[src/hdl/eth_consts.vh]
`ifndef ETH_CONSTS_VH
`define ETH_CONSTS_VH

// ----------------------------------------------------------------------
// Threshold map window (both presets, checksum byte excluded)
// ----------------------------------------------------------------------
`define ETH_MAP_BASE 8'h5f
`define ETH_MAP_LAST 8'h7e
`define ETH_MAP_DEPTH 32
`define ETH_MAP_AW 5

// ----------------------------------------------------------------------
// Register offsets of the tail
// ----------------------------------------------------------------------
`define ETH_ADDR_LEVEL_NINE 8'h7a
`define ETH_ADDR_LEVEL_TEN 8'h7b
`define ETH_ADDR_LEVEL_ELEVEN 8'h7c
`define ETH_ADDR_LEVEL_TWELVE 8'h7d
`define ETH_ADDR_LEVEL_OFFSET 8'h7e
`define ETH_ADDR_CHECKSUM 8'h7f

// ----------------------------------------------------------------------
// Field layout of the offset register
// ----------------------------------------------------------------------
`define ETH_OFFSET_MSB 3
`define ETH_OFFSET_LSB 0
`define ETH_OFFSET_MASK 8'h0f
`define ETH_RSVD_MASK 8'hf0

// ----------------------------------------------------------------------
// Checksum: CRC-8, polynomial x^8+x^2+x+1, MSB first
// ----------------------------------------------------------------------
`define ETH_CRC_POLY 8'h07
`define ETH_CRC_INIT 8'hff
`define ETH_RDATA_RESET 8'h00

`endif

[src/hdl/eth_tail_regs.v]
//
// Contract
// - Address 7Bh holds the 8-bit read/write tenth level of preset two.
// - Address 7Ch holds the 8-bit read/write eleventh level of preset two.
// - Address 7Dh holds the 8-bit read/write twelfth level of preset two.
// - Bits 3:0 of 7Eh hold the writable sign-magnitude level offset.
// - Bits 7:4 of 7Eh are reserved and cannot be written.
// - The checksum is a CRC of the map and ignores host writes.
// - Level, offset and checksum fields have no reset value.
// - Address 7Ah holds the 8-bit read/write ninth level of preset two.
//
`timescale 1ns/1ps
`default_nettype none
`include "eth_consts.vh"

module eth_tail_regs #(
   parameter DEPTH = `ETH_MAP_DEPTH
) (
   // Clock and reset
   input wire REF_CLK,
   input wire RESET,
   // Register access from the serial interface logic
   input wire [7:0] REG_ADDR,
   input wire [7:0] REG_WDATA,
   input wire REG_WR,
   input wire REG_RD,
   output reg [7:0] REG_RDATA,
   output reg REG_RVALID,
   // Status
   output reg CRC_BUSY
);

   localparam AW = `ETH_MAP_AW;
   // Last map index, cut to the walk counter's width on purpose
   localparam [AW-1:0] LAST_IDX = DEPTH[AW-1:0] - 1'b1;
   // Source of a read answer
   localparam [1:0] SRC_NONE = 2'b00;
   localparam [1:0] SRC_MAP = 2'b01;
   localparam [1:0] SRC_SUM = 2'b10;

   // ----------------------------------------------------------------------
   // Helpers
   // ----------------------------------------------------------------------
   // The checksum byte sits just above the map and is left out of it
   function in_map;
      input [7:0] a;
      begin
         in_map = (a >= `ETH_MAP_BASE) && (a <= `ETH_MAP_LAST);
      end
   endfunction

   function [AW-1:0] map_index;
      input [7:0] a;
      reg [7:0] t;
      begin
         t = a - `ETH_MAP_BASE;
         map_index = t[AW-1:0];
      end
   endfunction

   // One byte per call; eight shift stages fit in one cycle at this clock,
   // so the walk covers a byte per clock rather than a bit
   function [7:0] crc8;
      input [7:0] c;
      input [7:0] d;
      integer i;
      reg [7:0] r;
      begin
         r = c ^ d;
         for (i = 0; i < 8; i = i + 1) begin
            if (r[7]) begin
               r = {r[6:0], 1'b0} ^ `ETH_CRC_POLY;
            end else begin
               r = {r[6:0], 1'b0};
            end
         end
         crc8 = r;
      end
   endfunction

   // ----------------------------------------------------------------------
   // Decode and map storage
   // ----------------------------------------------------------------------
   wire wr_map = REG_WR & in_map(REG_ADDR);
   wire rd_map = REG_RD & in_map(REG_ADDR);
   wire rd_crc = REG_RD & (REG_ADDR == `ETH_ADDR_CHECKSUM);
   wire [7:0] mem_rdata;
   reg [7:0] wr_data_m;
   reg [AW-1:0] walk_q;
   reg issue_done_q;
   reg issued_q;
   reg issued_last_q;
   reg [7:0] crc_run_q;
   reg [7:0] crc_q;
   reg rd_pend_q;
   reg [1:0] rd_src_q;
   reg [1:0] rd_src_d;
   wire walk_issue = CRC_BUSY & ~issue_done_q & ~rd_map & ~wr_map;
   wire [7:0] crc_next = crc8(crc_run_q, mem_rdata);

   always @* begin
      // Levels nine to twelve store the full byte
      wr_data_m = REG_WDATA;
      if (REG_ADDR == `ETH_ADDR_LEVEL_OFFSET) begin
         // Reserved nibble is dropped so it reads back as zero once the offset has been written
         wr_data_m = REG_WDATA & `ETH_OFFSET_MASK;
      end
   end

   // Host map reads take the single read port; the checksum walk waits
   eth_map_mem #(
      .WIDTH(8),
      .DEPTH(DEPTH),
      .AW(AW)
   ) u_mem (
      .clk(REF_CLK),
      .wr_en(wr_map),
      .wr_addr(map_index(REG_ADDR)),
      .wr_data(wr_data_m),
      .rd_addr(rd_map ? map_index(REG_ADDR) : walk_q),
      .rd_data(mem_rdata)
   );

   // ----------------------------------------------------------------------
   // Checksum walk
   // ----------------------------------------------------------------------
   // A map write during a walk restarts it, so the result always covers
   // the latest contents; writes faster than a walk keep it busy.
   // A host read of the map takes the port for that cycle; the walk holds
   // its index and issues it again on the next free cycle.
   always @(posedge REF_CLK) begin
      if (RESET) begin
         CRC_BUSY <= 1'b0;
         walk_q <= {AW{1'b0}};
         issue_done_q <= 1'b0;
         issued_q <= 1'b0;
         issued_last_q <= 1'b0;
         crc_run_q <= `ETH_CRC_INIT;
      end else if (wr_map) begin
         CRC_BUSY <= 1'b1;
         walk_q <= {AW{1'b0}};
         issue_done_q <= 1'b0;
         issued_q <= 1'b0;
         issued_last_q <= 1'b0;
         crc_run_q <= `ETH_CRC_INIT;
      end else begin
         if (issued_q) begin
            crc_run_q <= crc_next;
            if (issued_last_q) begin
               CRC_BUSY <= 1'b0;
            end
         end
         issued_q <= walk_issue;
         issued_last_q <= walk_issue & (walk_q == LAST_IDX);
         if (walk_issue) begin
            walk_q <= walk_q + 1'b1;
            if (walk_q == LAST_IDX) begin
               issue_done_q <= 1'b1;
            end
         end
      end
   end

   // Result register has no reset; it is undefined until the first walk.
   // Only the last byte of an undisturbed walk loads it, so a read during
   // a walk still returns the previous checksum.
   always @(posedge REF_CLK) begin
      if (!RESET && !wr_map && issued_q && issued_last_q) begin
         crc_q <= crc_next;
      end
   end

   // ----------------------------------------------------------------------
   // Read source select
   // ----------------------------------------------------------------------
   always @* begin
      rd_src_d = SRC_NONE;
      if (rd_map) begin
         rd_src_d = SRC_MAP;
      end else if (rd_crc) begin
         rd_src_d = SRC_SUM;
      end
   end

   // ----------------------------------------------------------------------
   // Read return
   // ----------------------------------------------------------------------
   // The map byte leaves the memory one edge after the request, so the
   // source is staged once and valid and data go out together after it.
   always @(posedge REF_CLK) begin
      if (RESET) begin
         rd_pend_q <= 1'b0;
         rd_src_q <= SRC_NONE;
         REG_RVALID <= 1'b0;
         REG_RDATA <= `ETH_RDATA_RESET;
      end else begin
         rd_pend_q <= REG_RD;
         rd_src_q <= rd_src_d;
         REG_RVALID <= rd_pend_q;
         // Data only change with an answer and stand until the next one
         if (rd_pend_q) begin
            case (rd_src_q)
               SRC_MAP: begin
                  REG_RDATA <= mem_rdata;
               end
               SRC_SUM: begin
                  // Writes to the checksum address decode to nothing
                  REG_RDATA <= crc_q;
               end
               default: begin
                  // Unmapped addresses answer with zero
                  REG_RDATA <= `ETH_RDATA_RESET;
               end
            endcase
         end
      end
   end

endmodule // eth_tail_regs

`default_nettype wire

[src/hdl/eth_map_mem.v]
`timescale 1ns/1ps
`default_nettype none

module eth_map_mem #(
   parameter WIDTH = 8,
   parameter DEPTH = 32,
   parameter AW = 5
) (
   // Clock
   input wire clk,
   // Write port
   input wire wr_en,
   input wire [AW-1:0] wr_addr,
   input wire [WIDTH-1:0] wr_data,
   // Read port, data registered
   input wire [AW-1:0] rd_addr,
   output reg [WIDTH-1:0] rd_data
);

   // No reset: contents power up uninitialised
   reg [WIDTH-1:0] mem [0:DEPTH-1];

   always @(posedge clk) begin
      if (wr_en) begin
         mem[wr_addr] <= wr_data;
      end
      rd_data <= mem[rd_addr];
   end

endmodule // eth_map_mem

`default_nettype wire

[config.mk]
export PLATFORM = sky130hd
export DESIGN_NAME = eth_tail_regs
export DESIGN_NICKNAME = d
export VERILOG_FILES = /design/src/hdl/eth_tail_regs.v /design/src/hdl/eth_map_mem.v
export VERILOG_INCLUDE_DIRS = /design/src /design/src/hdl
export SDC_FILE = /design/constraint.sdc
export NUM_CORES = 1
export LEC_CHECK = 0
export ABC_AREA = 1
export BUFFER_PORTS_ARGS = -buffer_cell sky130_fd_sc_hd__buf_4
export CAP_MARGIN = 0
export CORE_UTILIZATION = 50
export DETAILED_ROUTE_END_ITERATION = 8
export PLACE_DENSITY = 0.67
export SLEW_MARGIN = 20
export SYNTH_ARGS = -nofsm -noshare
export SYNTH_HDL_FRONTEND = slang
export SYNTH_SLANG_ARGS = --single-unit
export TNS_END_PERCENT = 50
[constraint.sdc]
create_clock -name REF_CLK -period 2.7 [get_ports REF_CLK]
set_input_delay 0.135 -clock REF_CLK [delete_from_list [all_inputs] [get_ports REF_CLK]]
set_output_delay 0.135 -clock REF_CLK [all_outputs]
set_load 0.005 [all_outputs]
==> results.tsv <==
stage	metric	value	unit
clock_network	clkTransAtPathRegs	0.06	ns
power_and_ir_drop	p_switching	0.00250	W
critical_path	setup.worst_path.class	in -> reg	
critical_path	crit_arrival	2.98	ns
cells_and_area	nets	1450	
critical_path	cp-end-kind	flip-flop	
power_and_ir_drop	power.total	0.0103	W
critical_path	path_cells	dlygate4sd3_1 > buf_4 > inv_2 > nand2_1 > nor2_1 > dlygate4sd3_1 > nand3_1 > dlygate4sd3_1 > a21oi_1 > dlygate4sd3_1	
routing	drt-initial-drc-count	1099	
clock_network	clock-sinks	301	
power_and_ir_drop	comb_power_share	10.3	%
clock_network	htree_levels	1	
power_and_ir_drop	p_leak	6.55	nW
routing	drc	0	
yosys	synth_commonest_cells	299 x nand2_1, 266 x inv_1, 265 x nand3_1	
floorplanning	fp.dieW	166	microns
routing	vias	9369	
yosys	synth_area_leader_cell	edfxtp_1	
global_route	grt_max_degree	65	
critical_path	crit_slowest_cell	dlygate4sd3_1	
sta	setup_viol	0	
global_route	grt_pass1_vias	8959	
critical_path	max_stage_delay	0.58	ns
yosys	ys_ff_latch	301	
floorplanning	rows	59	
critical_path	crit_path_start_kind	input port	
clock_network	cts_tree	built	
yosys	synth_edf_count	264	
routing	dr.pass1.iters	7	
yosys	syn_avg_cell_area	9.99	sq um
power_and_ir_drop	ir_worst_vdd	0.000516	V
yosys	synth.area.top_cells	edfxtp_1 59%, nand3_1 9.8%, nand2_1 8.3%, inv_1 7.4%, dfxtp_1 5.5%	
placed_design	globalplace.congestion	0.888	
sta	relSlewSlack	56.2	%
cells_and_area	diodes	0	
routing	wl	32400	microns
yosys	syn_area	13500	sq um
sta	rsz0062_at_grt	no	
global_route	grt_first_pass_wirelength	50900	microns
sta	finClkSkew	0.0126	ns
floorplanning	ioPinCount	30	
yosys	postSynthCellCount	1354	
power_and_ir_drop	powerDensity	671	nW/um^2
power_and_ir_drop	switching_share	24.2	%
cells_and_area	areaGrowthSynthToFinish	13.9	%
routing	routed_via_density	5.27	
flow_run	maxCapViolations	0	
sta	max_freq	403	MHz
cells_and_area	multi_input_area	3530	sq um
sta	final_hold_viol_count	0	
global_route	track_usage	23.9	%
power_and_ir_drop	p_seq_share	50.4	%
floorplanning	coreArea	26300	sq um
sta	period_share	91.9	%
routing	ant_nets	0	
clock_network	post_cts_buffers	0	
power_and_ir_drop	internal-power	0.00784	W
clock_network	cts-root-buf	clkbuf_16	
yosys	synth_cell_types	30	
clock_network	clk_latency	0.56	ns
routing	drt-wirelength-per-cell	18.2	microns
yosys	ys.flop_type	edfxtp_1	
hold_path	min_path_type	in -> reg	
sta	tightest_slew	0.656	ns
floorplanning	die_area	27700	sq um
yosys	synth_most_common_cell	nand2_1	
floorplanning	die_y	166	microns
sta	fin_tns_setup	0	ns
yosys	yosys_warnings	0	
yosys	synthArstFlopShare	0	%
clock_network	cts_buffers	31	
global_route	overflow	0	
clock_network	cts_buffer_depth	3	
critical_path	critPathRequiredTime	3.19	ns
yosys	synth_top_area_share	58.6	%
cells_and_area	final_area	15400	sq um
yosys	syn_nets	1382	
status	status	finished clean	
cells_and_area	nFillCells	2188	
placed_design	portBuffers	29	
sta	fin_crit	2.48	ns
cells_and_area	regArea	8670	sq um
placed_design	hpwl	20200	microns
yosys	synth.yosys.seq_area_share	64.1	%
placed_design	placed_area	14300	sq um
cells_and_area	drive_gt1_share	10.7	%
critical_path	cp_common_cell	dlygate4sd3_1	
global_route	antenna_found_initial	0	
power_and_ir_drop	p_clk_share	39.3	%
sta	drv_slew	0	
floorplanning	start_util	51.5	%
critical_path	critPathMaxFanout	3	
-- power groups by stage --
stage                     Combinational [W]  Clock [W]  Sequential (W)
after floorplan                    0.000716          0         0.00527
after global placement              0.00104          0         0.00531
after detailed placement            0.00105          0         0.00531
after CTS                           0.00107    0.00412         0.00521
after global routing                0.00117    0.00428         0.00521
final                               0.00107    0.00406         0.00521
-- critical path, delay by kind of cell --
| kind | cells | cell delay (ns) |
|---|---|---|
| and+or+nand+nor | 3 | 0.27 |
| buffers and inverters | 6 | 2.43 |
| AOI/OAI and AO/OA | 1 | 0.12 |
-- sequential cells by signal (all words and copies together), names as in the netlist --
signal         flops
REG_RVALID         1
crc_run_q          8
issued_last_q      1
crc_q              8
issued_q           1
issue_done_q       1
u_mem.rd_data      8
CRC_BUSY           1
walk_q             5
u_mem.mem        256
rd_src_q           2
rd_pend_q          1
REG_RDATA          8
-- logic make-up (layout without fill, tap and decap cells) --
logic type	Yosys count	count (layout)	synth area share, %
simple gates	657	657	21.9
buf+inv	328	418	10.0
flops	301	301	64.1
compound gates	37	37	1.78
xor+xnor	23	23	1.49
fa+ha+maj	8	8	0.740
-- layout make-up --
class | instances | area share [%]
clock buffer | 42 | 5.91
timing repair buffer | 91 | 5.12
multi-input combinational | 725 | 22.9
inverter | 272 | 6.63
clock inverter | 13 | 0.422
tap | 335 | 2.72
sequential | 301 | 56.3
-- stage by stage --
step           cells  setup WS (ns)  utilization, %  hold WS (ns)
2_1_floorplan   1354          0.444               -         0.204
3_3_place_gp    1717          0.261            54.6         0.419
3_5_place_dp    1717          0.136            54.6         0.422
4_1_cts         1779          0.278            58.6        0.0305
5_1_grt         1779         0.0227            58.6        0.0317
6_report        1779          0.218            58.6        0.0289
-- routing by layer --
metal | up-vias | global-route usage, % | wire length (microns)
met3 | 72 | 3.04 | 2060
met2 | 347 | 39.4 | 15500
li1 | 4530 | - | -
met1 | 4420 | 33.3 | 13900
met4 | 0 | 7.45 | 911
met5 | - | 0 | 0
-- layout by cell type (no fill, tap or decap), types with 9 or more instances in the layout --
cell type	instances
a21oi_1	19
buf_4	77
clkbuf_16	34
dfxtp_1	37
edfxtp_1	264
inv_1	266
nand2_1	299
nand3_1	265
nand3b_1	24
nor2_1	43
xnor2_1	14
xor2_1	9
-- final timing paths --
check / end / cells past startpoint / start / slack [ns]
worst max-delay path: rd_src_q[1] / 10 / REG_ADDR[7] / 0.22
worst min register to register: issue_done_q / 2 / issue_done_q / 0.46
worst max register to register: crc_q[2] / 5 / u_mem.rd_data[7] / 0.68
worst min-delay path: u_mem.mem[4][3] / 1 / REG_WDATA[3] / 0.03
-- timing repair --
item / CTS / global route
setup endpoints to repair: 0 / 6
resized for setup: 0 / 1
hold buffers: 7 / 0
endpoints found under the hold margin: 14 / 0
Note: power is estimated with default switching activity, not from simulation.
